--- config.mk ---
export PLATFORM = sky130hd
export DESIGN_NAME = mcr_regs
export DESIGN_NICKNAME = d
export VERILOG_FILES = /design/src/mcr_field.sv /design/src/mcr_regs.sv
export SDC_FILE = /design/constraint.sdc
export NUM_CORES = 1
export LEC_CHECK = 0
export BUFFER_PORTS_ARGS = -buffer_cell sky130_fd_sc_hd__buf_2
export CAP_MARGIN = 20
export CORE_ASPECT_RATIO = 0.9
export CORE_MARGIN = 2
export CORE_UTILIZATION = 55
export DETAILED_ROUTE_END_ITERATION = 10
export PLACE_DENSITY = 0.79
export SETUP_SLACK_MARGIN = 0.4
export SLEW_MARGIN = 20
export SYNTH_ARGS = -nofsm -noshare
export SYNTH_HDL_FRONTEND = slang
export SYNTH_SLANG_ARGS = --single-unit
--- constraint.sdc ---
create_clock -name sys_clk_i -period 7.9 [get_ports sys_clk_i]
set_input_delay 0.79 -clock sys_clk_i [delete_from_list [all_inputs] [get_ports sys_clk_i]]
set_output_delay 0.79 -clock sys_clk_i [all_outputs]
set_load 0.02 [all_outputs]
--- src/mcr_field.sv ---
`timescale 1ns/100ps
// ********************************************************************
// constants shared by the control-register logic
// ********************************************************************
package mcr_pkg;
   localparam logic [4:0] ADDR_HI      = 5'h10;   // upper five address bits
   localparam logic [3:0] BYTE_BITS    = 4'h8;
   // command codes in bits 7:5 of a command byte
   localparam logic [2:0] CMD_IN_ATT   = 3'h0;
   localparam logic [2:0] CMD_BASS     = 3'h1;
   localparam logic [2:0] CMD_TREBLE   = 3'h2;
   localparam logic [2:0] CMD_RVOL     = 3'h3;
   localparam logic [2:0] CMD_LVOL     = 3'h4;
   localparam logic [2:0] CMD_MIC_SG   = 3'h5;
   localparam logic [2:0] CMD_MIC_VOL  = 3'h6;
   localparam logic [2:0] CMD_GEN      = 3'h7;
   // field widths and positions
   localparam int         ATT_W        = 3;
   localparam int         TONE_W       = 4;
   localparam int         VOL_W        = 5;
   localparam int         SG_W         = 4;
   localparam int         GEN_W        = 5;
   localparam int         SG_SEL_LSB   = 0;
   localparam int         SG_GAIN_LSB  = 2;
   localparam int         GEN_ENH_BIT  = 2;
   localparam int         GEN_MONO_BIT = 3;
   // field codes
   localparam logic [1:0] GAIN_BAD     = 2'h3;
   localparam logic [4:0] MIC_VOL_MAX  = 5'h15;   // 21 = mute, above is undefined
   // reset values
   localparam logic [2:0] RST_IN_ATT   = 3'h0;
   localparam logic [3:0] RST_TONE     = 4'h6;    // flat
   localparam logic [4:0] RST_PA_VOL   = 5'h1f;   // power amp muted
   localparam logic [3:0] RST_MIC_SG   = 4'h8;    // input 1, +30 dB
   localparam logic [4:0] RST_MIC_VOL  = 5'h15;   // microphone muted
   localparam logic [4:0] RST_GEN      = 5'h00;
endpackage

// ********************************************************************
// one control register with its power-up value
// ********************************************************************
module mcr_field #(
   parameter int           W   = 4,
   parameter logic [W-1:0] RST = '0
) (
   input  wire logic         sys_clk_i,
   input  wire logic         rst_i,
   input  wire logic         we_i,
   input  wire logic [W-1:0] d_i,
   output logic      [W-1:0] q_o
);
   typedef struct packed {
      logic [W-1:0] val;
   } mcr_field_t;

   mcr_field_t s_reg;
   mcr_field_t s_next;

   always_comb begin
      s_next = s_reg;
      if (we_i) begin
         s_next.val = d_i;
      end
   end

   always_ff @(posedge sys_clk_i or posedge rst_i) begin
      if (rst_i) begin
         s_reg.val <= RST;
      end else begin
         s_reg <= s_next;
      end
   end

   assign q_o = s_reg.val;
endmodule // mcr_field

--- src/mcr_regs.sv ---
`timescale 1ns/100ps
module mcr_regs
(
   input  wire logic                        sys_clk_i,
   input  wire logic                        rst_i,
   input  wire logic                        scl_i,
   input  wire logic                        sda_i,
   output logic                             sda_o,
   output logic                             sda_oe_n_o,
   input  wire logic                        addr1_i,
   input  wire logic                        addr2_i,
   output logic [mcr_pkg::SG_W-1:0]         mic_sel_gain_o,
   output logic [mcr_pkg::VOL_W-1:0]        mic_vol_o,
   output logic [mcr_pkg::VOL_W-1:0]        left_vol_o,
   output logic [mcr_pkg::VOL_W-1:0]        right_vol_o,
   output logic [mcr_pkg::TONE_W-1:0]       bass_o,
   output logic [mcr_pkg::TONE_W-1:0]       treble_o,
   output logic [mcr_pkg::ATT_W-1:0]        in_att_o,
   output logic [mcr_pkg::GEN_W-1:0]        gen_ctrl_o
);
   import mcr_pkg::*;

   // ****************************************************************
   // serial bus receiver state
   // ****************************************************************
   typedef enum logic [4:0] {
      ST_IDLE  = 5'h01,
      ST_ADDR  = 5'h02,
      ST_ACK_A = 5'h04,
      ST_DATA  = 5'h08,
      ST_ACK_D = 5'h10
   } mcr_state_t;

   typedef struct packed {
      mcr_state_t st;
      logic [7:0] shft;
      logic [3:0] cnt;
      logic       scl_q;
      logic       sda_q;
      logic       drv;
   } mcr_regs_t;

   mcr_regs_t  s_reg;
   mcr_regs_t  s_next;
   logic       wr;
   logic       rise;
   logic       fall;
   logic       start;
   logic       stop;
   logic [6:0] dev_addr;
   logic [2:0] cmd;
   logic       we_att;
   logic       we_bass;
   logic       we_treb;
   logic       we_rvol;
   logic       we_lvol;
   logic       we_sg;
   logic       we_mvol;
   logic       we_gen;

   assign dev_addr = {ADDR_HI, addr2_i, addr1_i};
   assign rise     = ~s_reg.scl_q & scl_i;
   assign fall     = s_reg.scl_q & ~scl_i;
   assign start    = s_reg.scl_q & scl_i & s_reg.sda_q & ~sda_i;
   assign stop     = s_reg.scl_q & scl_i & ~s_reg.sda_q & sda_i;

   always_comb begin
      s_next       = s_reg;
      wr           = 1'b0;
      s_next.scl_q = scl_i;
      s_next.sda_q = sda_i;
      if (start) begin
         s_next.st  = ST_ADDR;
         s_next.cnt = 4'h0;
         s_next.drv = 1'b0;
      end else if (stop) begin
         s_next.st  = ST_IDLE;
         s_next.drv = 1'b0;
      end else begin
         case (s_reg.st)
            ST_ADDR, ST_DATA: begin
               if (rise && s_reg.cnt < BYTE_BITS) begin
                  s_next.shft = {s_reg.shft[6:0], sda_i};
                  s_next.cnt  = s_reg.cnt + 4'h1;
               end else if (fall && s_reg.cnt == BYTE_BITS) begin
                  if (s_reg.st == ST_DATA) begin
                     s_next.st  = ST_ACK_D;
                     s_next.drv = 1'b1;
                     wr         = 1'b1;
                  end else if (s_reg.shft[7:1] == dev_addr && !s_reg.shft[0]) begin
                     s_next.st  = ST_ACK_A;
                     s_next.drv = 1'b1;
                  end else begin
                     s_next.st  = ST_IDLE;
                  end
               end
            end
            ST_ACK_A, ST_ACK_D: begin
               if (fall) begin
                  s_next.st  = ST_DATA;
                  s_next.cnt = 4'h0;
                  s_next.drv = 1'b0;
               end
            end
            ST_IDLE: begin
               s_next.drv = 1'b0;
            end
            default: begin
               s_next.st  = ST_IDLE;
               s_next.drv = 1'b0;
            end
         endcase
      end
   end

   always_ff @(posedge sys_clk_i or posedge rst_i) begin
      if (rst_i) begin
         s_reg.st    <= ST_IDLE;
         s_reg.shft  <= 8'h00;
         s_reg.cnt   <= 4'h0;
         s_reg.scl_q <= 1'b1;
         s_reg.sda_q <= 1'b1;
         s_reg.drv   <= 1'b0;
      end else begin
         s_reg <= s_next;
      end
   end

   assign sda_o      = 1'b0;
   assign sda_oe_n_o = ~s_reg.drv;

   // ****************************************************************
   // command decode and control registers
   // ****************************************************************
   assign cmd     = s_reg.shft[7:5];
   assign we_att  = wr && cmd == CMD_IN_ATT;
   assign we_bass = wr && cmd == CMD_BASS;
   assign we_treb = wr && cmd == CMD_TREBLE;
   assign we_rvol = wr && cmd == CMD_RVOL;
   assign we_lvol = wr && cmd == CMD_LVOL;
   assign we_sg   = wr && cmd == CMD_MIC_SG && s_reg.shft[3:2] != GAIN_BAD;
   assign we_mvol = wr && cmd == CMD_MIC_VOL && s_reg.shft[4:0] <= MIC_VOL_MAX;

   // reset values of every field come from the package
   mcr_field #(.W(ATT_W), .RST(RST_IN_ATT)) u_att (
      .sys_clk_i (sys_clk_i), .rst_i (rst_i), .we_i (we_att),
      .d_i (s_reg.shft[ATT_W-1:0]), .q_o (in_att_o));
   mcr_field #(.W(TONE_W), .RST(RST_TONE)) u_bass (
      .sys_clk_i (sys_clk_i), .rst_i (rst_i), .we_i (we_bass),
      .d_i (s_reg.shft[TONE_W-1:0]), .q_o (bass_o));
   mcr_field #(.W(TONE_W), .RST(RST_TONE)) u_treb (
      .sys_clk_i (sys_clk_i), .rst_i (rst_i), .we_i (we_treb),
      .d_i (s_reg.shft[TONE_W-1:0]), .q_o (treble_o));
   mcr_field #(.W(VOL_W), .RST(RST_PA_VOL)) u_rvol (
      .sys_clk_i (sys_clk_i), .rst_i (rst_i), .we_i (we_rvol),
      .d_i (s_reg.shft[VOL_W-1:0]), .q_o (right_vol_o));
   mcr_field #(.W(VOL_W), .RST(RST_PA_VOL)) u_lvol (
      .sys_clk_i (sys_clk_i), .rst_i (rst_i), .we_i (we_lvol),
      .d_i (s_reg.shft[VOL_W-1:0]), .q_o (left_vol_o));
   mcr_field #(.W(SG_W), .RST(RST_MIC_SG)) u_sg (
      .sys_clk_i (sys_clk_i), .rst_i (rst_i), .we_i (we_sg),
      .d_i (s_reg.shft[SG_W-1:0]), .q_o (mic_sel_gain_o));
   mcr_field #(.W(VOL_W), .RST(RST_MIC_VOL)) u_mvol (
      .sys_clk_i (sys_clk_i), .rst_i (rst_i), .we_i (we_mvol),
      .d_i (s_reg.shft[VOL_W-1:0]), .q_o (mic_vol_o));
   mcr_field #(.W(GEN_W), .RST(RST_GEN)) u_gen (
      .sys_clk_i (sys_clk_i), .rst_i (rst_i), .we_i (we_gen),
      .d_i (s_reg.shft[GEN_W-1:0]), .q_o (gen_ctrl_o));
   assign we_gen = wr && cmd == CMD_GEN;
endmodule // mcr_regs

==> results of run 1 <==
report_power, final:
part	leakage, nW	total, mW	switching [mW]	internal [mW]
Sequential	0.692	0.287	0.00276	0.284
Combinational	0.616	0.0141	0.0101	0.00402
Clock	0.0482	0.155	0.0838	0.0709
Total	1.36	0.455	0.0967	0.359
per-layer routing:
metal	vias up	part of all wire (%)	GRT usage, %
met2	49	45	25.8
met5	-	0	0
met1	809	49	28.4
met4	0	0.59	5.58
met3	2	5.4	5.37
li1	764	-	-
synthesized netlist by cell type, types with 5 or more instances:
cell,n
dfstp_2,21
mux2_2,42
o21ai_0,5
clkbuf_1,7
nor2_1,11
nor3_1,6
nand2_1,8
inv_1,8
dfrtp_1,34
placed cells by master, fill, tap and decap left out, types with 4 or more instances in the layout:
cell type,n
dfstp_2,21
buf_2,41
clkbuf_8,6
xnor2_1,4
nor2_1,11
nor3_1,6
inv_1,7
nor4_1,4
a21oi_1,4
dfrtp_1,34
o21ai_0,5
nand3_1,4
nand2_1,8
mux2_2,42
kinds of logic after synthesis:
family	synth area share, %
multiplexers	19.2
other	0.152
buffers and inverters	3.20
AO/OA/AOI/OAI	6.10
XOR/XNOR	2.14
AND/OR/NAND/NOR	11.1
adder cells (fa/ha/maj)	1.02
flip-flops	57.0
cell type report:
type,instances,area share [%]
Clock buffer,7,3.09
Inverter,8,1.08
Timing Repair Buffer,42,7.62
Clock inverter,1,0.179
Tap cell,62,2.78
Sequential cell,55,50.2
Multi-Input combinational cell,120,35.0
path summary, 6_finish.rpt:
kind                                           from                         to  slack [ps]  depth (start not counted)
min reg2reg                u_att.q_o[0]$_DFFE_PP0P_   u_att.q_o[0]$_DFFE_PP0P_         510                          1
max                           s_reg[17]$_DFFE_PP0P_  u_mvol.q_o[3]$_DFFE_PP0P_        5040                          5
min in group asynchronous                     rst_i   u_gen.q_o[0]$_DFFE_PP0P_         660                          3
max in group asynchronous                     rst_i  u_mvol.q_o[3]$_DFFE_PP0P_        6800                          3
max reg2reg                   s_reg[17]$_DFFE_PP0P_  u_mvol.q_o[3]$_DFFE_PP0P_        5040                          5
min                        u_att.q_o[0]$_DFFE_PP0P_   u_att.q_o[0]$_DFFE_PP0P_         510                          1
worst max-delay path, delay by kind of cell, from the launching register on:
family | cells | cell delay [ps]
muxes | 1 | 390
AOI/OAI and AO/OA | 1 | 450
and+or+nand+nor | 3 | 1450
DFF | 1 | 460
==> results.toml, run 1 <==
[outcome]
status = "finished, final reports clean"

[final_layout]
drive_gt1_share_pct = 50.6
nFillCells = 367
fin_util_pct = 63.8
multi_input_area_um2 = 978
finish.instance_area_mm2 = 0.00279
regArea_mm2 = 0.00140
largest_register_ffs = 17
insertedDiodeCount = 0
fin_cells = 295
fin_nets = 240
syn2layout_area_growth_pct = 13.5

[cts]
cts_htree_levels = 2
cts_hold_buf = 0
clock_path_buffers = 2
cts.reportedPaths.clkPinSlew_ps = 90
cts_tree = "done"
post_cts_buffers = 0
clock-sinks = 55
numCtsBuffers = 5
root_buffer = "clkbuf_8"
clk_latency_ps = 300
cts-resized-gates = 0

[worst_setup_path]
path_class = "reg -> reg"
worst_path_largest_cell_delay_ps = 570
cp_max_fo = 8
critPathSlowestCell = "or4b_1"
cp.arrival_ps = 3050
cp-start-kind = "flop"
cp-end-kind = "flop"
required_ps = 8090
cp_cell_sequence = "or4b_1 > or4_1 > or2_4 > a2111oi_4 > mux2_2"

[placed_design]
place_ws_ps = 4850
placed_area_mm2 = 0.00270
io_buffer_count = 41
gp_congestion = 0.838
place_hpwl_um = 2970
dp_cells = 287

[logic_synthesis]
yosys.area.top_type = "dfrtp_1"
synth.top_cell.area_share_pct = 34.6
ys_seq_area_share_pct = 57.0
synth_cell_types = 40
synth_area_mm2 = 0.00246
netlist_instances = 194
ys_async_sr_fraction_pct = 100
synth_edf_count = 0
synth-seq-cells = 55
syn_nets = 202
yosys_warnings = 0
synth_top_cells_by_area = "dfrtp_1 35%, dfstp_2 22%, mux2_2 19%"
syn_avg_cell_area_um2 = 12.7
synth_flop_cell = "dfrtp_1"

[grt]
grt_max_degree = 56
grt_pass1_wl_um = 7040
antenna_found_initial = 0
grt_usage_pct = 18.7
grt_overflow = 0
first_global_vias = 1455

[die]
dieArea_mm2 = 0.00502
start_util_pct = 56.2
rows = 23
die_height_um = 67.4
ioPinCount = 43
core_area_mm2 = 0.00437
fp.dieW_um = 74.5

[pwr]
finalPower_uw = 455
cellPowerDensity_mw_per_mm2 = 163
ir_drop_mv = 0.139
p_leak_nw = 1.36

[timing]
final.setup.worst_slack_ps = 5040
rsz0062_at_grt = "no"
setup_viol = 0
fmax_mhz = 349
worst_pin_slew_ps = 732
min_period_ps = 2860
whs_ps = 506
hold_violations = 0
drv_slew = 0
slew_headroom_pct = 50.0
tns_ps = 0
finalCritPeriodShare_pct = 36.2
fin_skew_ps = 9.59

[detailed_routing]
firstDrtPassIters = 4
drtIter0Drc = 102
viasPerCell = 5.51
drtAntennaViolNets = 0
num_vias = 1624
avgRoutedWirePerCell_um = 14.8
wl_um = 4370
drc = 0

[min_path]
hp-class = "reg -> reg"

[job]
max_cap_violations = 0
(Power assumes the default switching activity.)
==> run 2, diff against run 1 <==
Settings changed: CORE_UTILIZATION 55 to 50, PLACE_DENSITY 0.79 to 0.75.
Clock period 7.9 ns to 2.3 ns, I/O delays scaled along.
==> run 2 against run 1 <==
  * The run now ends with negative setup slack left
  * Power increased to 3.5 times the previous value
  * Critical path depth is 1 higher
  * Final cell count is 10% higher
  * Worst setup slack lost 5200 ps
  * Register-to-register slack got worse by 5200 ps
  * Clock skew shrank 0.86 ps
  * Global-route usage increased by 1.9 points
  * Largest power group unchanged
  * Highest routed layer unchanged
==> results.toml, run 2 (synthesis results as in run 1) <==
[final_layout]
insertedDiodeCount = 0
final_cell_mix = "41 x buf_2, 36 x mux2_2, 34 x dfrtp_1"
regArea_mm2 = 0.00140
largest_register_ffs = 17
fin_nets = 267
nFillCells = 382
multi_input_area_mm2 = 0.00107
finish.instance_area_mm2 = 0.00310
fin_util_pct = 64.6
drive_gt1_share_pct = 59.2
final_common_cell = "buf_2"
syn2layout_area_growth_pct = 26.2

[outcome]
status = "complete, but fails checks"
violations = "negative setup slack"

[grt]
first_global_vias = 1747
grt_usage_pct = 20.5
antenna_found_initial = 0
grt_pass1_wl_um = 8700
grt_overflow = 0
grt_max_degree = 56

[detailed_routing]
drtIter0Drc = 155
num_vias = 1775
drc = 0
viasPerCell = 5.46
avgRoutedWirePerCell_um = 16.6
firstDrtPassIters = 4
drtAntennaViolNets = 0
wl_um = 5410

[timing]
drv_slew = 0
hold_violations = 0
fin_skew_ps = 8.73
rsz0062_at_grt = "yes"
worst_pin_slew_ps = 674
fmax_mhz = 408
slew_headroom_pct = 55.1
setup_viol = 29
min_period_ps = 2450
final.setup.worst_slack_ps = -151
finalCritPeriodShare_pct = 107
whs_ps = 58.9

[die]
core_area_mm2 = 0.00480
start_util_pct = 51.2
dieArea_mm2 = 0.00550
rows = 24
ioPinCount = 43
die_height_um = 70.5
fp.dieW_um = 77.9

[worst_setup_path]
cp-start-kind = "flop"
cp.arrival_ps = 2660
cp-end-kind = "flop"
cp_max_fo = 5
required_ps = 2510
path_class = "reg -> reg"

[placed_design]
place_hpwl_um = 3460
gp_congestion = 0.854
place_ws_ps = -168
io_buffer_count = 41
placed_area_mm2 = 0.00288

[cts]
cts_hold_buf = 0
cts_tree = "done"
root_buffer = "clkbuf_8"
clk_latency_ps = 310
numCtsBuffers = 5
cts_htree_levels = 2
clock_path_buffers = 2
cts.reportedPaths.clkPinSlew_ps = 100
clock-sinks = 55

[job]
max_cap_violations = 0

[pwr]
cellPowerDensity_mw_per_mm2 = 512
p_leak_nw = 1.51
ir_drop_mv = 0.382
finalPower_mw = 1.59

[min_path]
hp-class = "in -> reg"
-- run 2: cell count changes in the layout (fill, tap and decap cells not counted), sizes merged --
cell,delta
clkbuf,-2
inv,+1
clkinv,+1
buf,+27
-- run 2: layer usage --
metal  share of wire, %  wire length (µm)  track usage [%]
met2                 47              2560             32.0
met3                4.8               260             4.46
met4                2.6               142             8.38
met1                 45              2450             28.3
met5                  0                 0                0
-- run 2: where the power goes --
group	internal (mW)	switching (mW)
registers	0.975	0.00487
logic	0.0212	0.0443
clock network	0.219	0.324
total	1.22	0.373
-- run 2: through the flow --
| step | setup TNS (ps) | cells |
|---|---|---|
| floorplan | -4110 | 194 |
| global placement | -1390 | 313 |
| detailed placement | -2590 | 313 |
| CTS | -1680 | 323 |
| global route | -4700 | 325 |
| finish | -2430 | 325 |
-- run 2: worst max-delay path, cell delays in order (launching register included) --
cell and delay (ps):
dfrtp_1 390, or4b_4 540, or4_4 450, or2_4 260
a2111oi_4 180, buf_4 190, mux2_2 330
-- run 2: final cells by class --
type | instances | share of cell area, %
clock buffer | 5 | 2.22
inverter | 8 | 0.967
tap | 65 | 2.62
multi-input combinational | 120 | 34.5
timing repair buffer | 69 | 13.7
sequential | 55 | 45.2
clock inverter | 3 | 0.726
-- run 2: worst paths after layout --
kind                                          from                        end  slack [ps]  cells past startpoint
max                          s_reg[17]$_DFFE_PP0P_  u_mvol.q_o[1]$_DFFE_PP0P_        -150                      6
min                                          sda_i         s_reg[1]$_DFF_PP1_          60                      1
max reg2reg                  s_reg[17]$_DFFE_PP0P_  u_mvol.q_o[1]$_DFFE_PP0P_        -150                      6
min reg2reg                u_sg.q_o[3]$_DFFE_PP1P_    u_sg.q_o[3]$_DFFE_PP1P_         500                      2
max in group asynchronous                    rst_i      s_reg[11]$_DFFE_PP0P_        1760                      3
min in group asynchronous                    rst_i   u_att.q_o[1]$_DFFE_PP0P_          90                      3
-- run 2: what timing repair did --
action / CTS / global route
pin swaps: 2 / 3
gates resized for setup: 13 / 7
setup endpoints to repair: 37 / 43
endpoints found under the hold margin: 0 / 0
setup buffers: 2 / 2
==> run 3, diff against run 2 <==
Settings changed: BUFFER_PORTS_ARGS -buffer_cell sky130_fd_sc_hd__buf_2 to unset, CORE_UTILIZATION 50 to 55, DONT_BUFFER_PORTS set to 1, PLACE_DENSITY 0.75 to 0.73.
==> run 3 against run 2 <==
  * The flow still finishes with violations (negative setup slack)
  * Sequential power up 0.4%
  * Worst hold slack improved by 5.8 ps
  * Combinational power is 11% lower
  * Critical path depth unchanged
  * Power decreased by 1.5%
  * Routed wire length grew 5.7%
  * First-iteration DRC count is 11% higher
  * Cell area down 4.2%
  * Clock-buffer cell count up 1
  * Worst setup slack worse by 100 ps
  * Global-route usage rose by 4.2 points
  * Final cell count fell by 12%
==> results.toml, run 3 (synthesis results as in run 1) <==
[final_layout]
final_common_cell = "dfrtp_1"
nFillCells = 307
drive_gt1_share_pct = 52.0
largest_register_ffs = 17
syn2layout_area_growth_pct = 21.0
fin_nets = 230
insertedDiodeCount = 0
final_cell_mix = "34 x dfrtp_1, 31 x mux2_2, 23 x buf_4"

[min_path]
hp-class = "in -> reg"

[timing]
slew_headroom_pct = 52.2
rsz0062_at_grt = "yes"
worst_pin_slew_ps = 715
whs_ps = 64.7
drv_slew = 0
setup_viol = 35
hold_violations = 0
fin_skew_ps = 4.65
final.setup.worst_slack_ps = -253
finalCritPeriodShare_pct = 111
fmax_mhz = 392
min_period_ps = 2550

[detailed_routing]
firstDrtPassIters = 4
drtAntennaViolNets = 0
num_vias = 1697
wl_um = 5720
avgRoutedWirePerCell_um = 20.1
drtIter0Drc = 172
viasPerCell = 5.95
drc = 0

[grt]
grt_use_met3_pct = 6.87
grt_use_met1_pct = 28.6
grt_max_degree = 24
grt_pass1_wl_um = 8850
busiest_layer = "met2"
grt_overflow = 0
grt_usage_pct = 24.7
antenna_found_initial = 0
first_global_vias = 1737
grtUsageMet2_pct = 41.5

[cts]
clk_latency_ps = 310
cts.reportedPaths.clkPinSlew_ps = 90
root_buffer = "clkbuf_8"
cts_tree = "done"
cts_htree_levels = 2
clock-sinks = 55
clock_path_buffers = 2
numCtsBuffers = 5

[worst_setup_path]
critPathSlowestCell = "or4b_4"
worst_path_largest_cell_delay_ps = 560
cp_max_fo = 5
required_ps = 2510
rrSetupSlack_ps = -250
cp-start-kind = "flop"
cp-end-kind = "flop"
cp.arrival_ps = 2760
path_class = "reg -> reg"
cp_cell_sequence = "or4b_4 > or4_4 > or2_4 > a2111oi_4 > buf_4 > mux2_2"

[pwr]
finalPower_mw = 1.56
p_clk_share_pct = 33.4
p_leak_nw = 1.33
ir_drop_mv = 0.470
pwr-share-comb_pct = 3.7
p_sw_uw = 355
cellPowerDensity_mw_per_mm2 = 526
p_int_mw = 1.21
switching_share_pct = 22.7
seq_power_share_pct = 62.9

[die]
ioPinCount = 43
rows = 23
start_util_pct = 56.2
core_area_mm2 = 0.00437
fp.dieW_um = 74.5
die_height_um = 67.4
dieArea_mm2 = 0.00502

[outcome]
violations = "negative setup slack"
status = "complete, but fails checks"

[placed_design]
io_buffer_count = 0
place_hpwl_um = 3680
gp_congestion = 0.860

[job]
max_cap_violations = 0
run 3: path summary, 6_finish.rpt:
path	start	endpoint	cells past startpoint
worst max register to register	s_reg[17]$_DFFE_PP0P_	u_mvol.q_o[1]$_DFFE_PP0P_	6
worst min-delay path	sda_i	s_reg[7]$_DFFE_PP0P_	1
worst max-delay path	s_reg[17]$_DFFE_PP0P_	u_mvol.q_o[1]$_DFFE_PP0P_	6
max in group asynchronous	rst_i	u_lvol.q_o[1]$_DFFE_PP1P_	3
worst min register to register	s_reg[6]$_DFFE_PP0P_	s_reg[6]$_DFFE_PP0P_	2
min in group asynchronous	rst_i	s_reg[8]$_DFFE_PP0P_	2
run 3: per-stage QoR:
stage / setup TNS (ps) / util [%] / instances / instance area [µm²] / setup WS [ps]
3_3_place_gp: -1810 / 60.6 / 266 / 2650 / -184
3_5_place_dp: -2600 / 60.6 / 266 / 2650 / -242
5_1_grt: -7030 / 68.0 / 285 / 2980 / -305
6_report: -5070 / 68.0 / 285 / 2980 / -253
4_1_cts: -1370 / 65.7 / 280 / 2870 / -161
2_1_floorplan: -4110 / - / 194 / 2470 / -303
run 3: area by class of cell:
class | count | area [µm²] | area share [%]
multi-input cells | 120 | 1110 | 37.3
clock buffers | 6 | 72.6 | 2.44
clock inverters | 2 | 13.8 | 0.463
flip-flops and latches | 55 | 1400 | 47.1
well taps | 62 | 77.6 | 2.61
inverters | 8 | 30.0 | 1.01
repair buffers | 32 | 270 | 9.08
run 3: timing repair:
item                                    4_1_cts  5_1_grt
endpoints found under the setup margin       37       37
endpoints found under the hold margin        11        0
pin swaps                                     2        5
buffers inserted                              3        5
resized for setup                            18       14
hold buffers                                  3        0
run 3: layer usage:
layer,part of all wire [%],up-vias
li1,-,747
met3,7.4,14
met4,3.1,0
met1,39,854
met2,51,82
met5,0,-
run 3: worst max-delay path: cells and delay by family, from the launching register on:
family	cells	cell delay (ps)
muxes	1	330
and+or+nand+nor	3	1300
AOI/OAI and AO/OA	1	190
buffers and inverters	1	210
DFF	1	410
run 3: power groups by stage:
stage | combinational [mW] | sequential [mW] | clock (mW)
finish | 0.0581 | 0.984 | 0.523
global route | 0.0647 | 0.985 | 0.577
CTS | 0.0564 | 0.983 | 0.538
detailed placement | 0.0512 | 1.00 | 0
global placement | 0.0486 | 1.00 | 0
floorplan | 0.0374 | 0.996 | 0
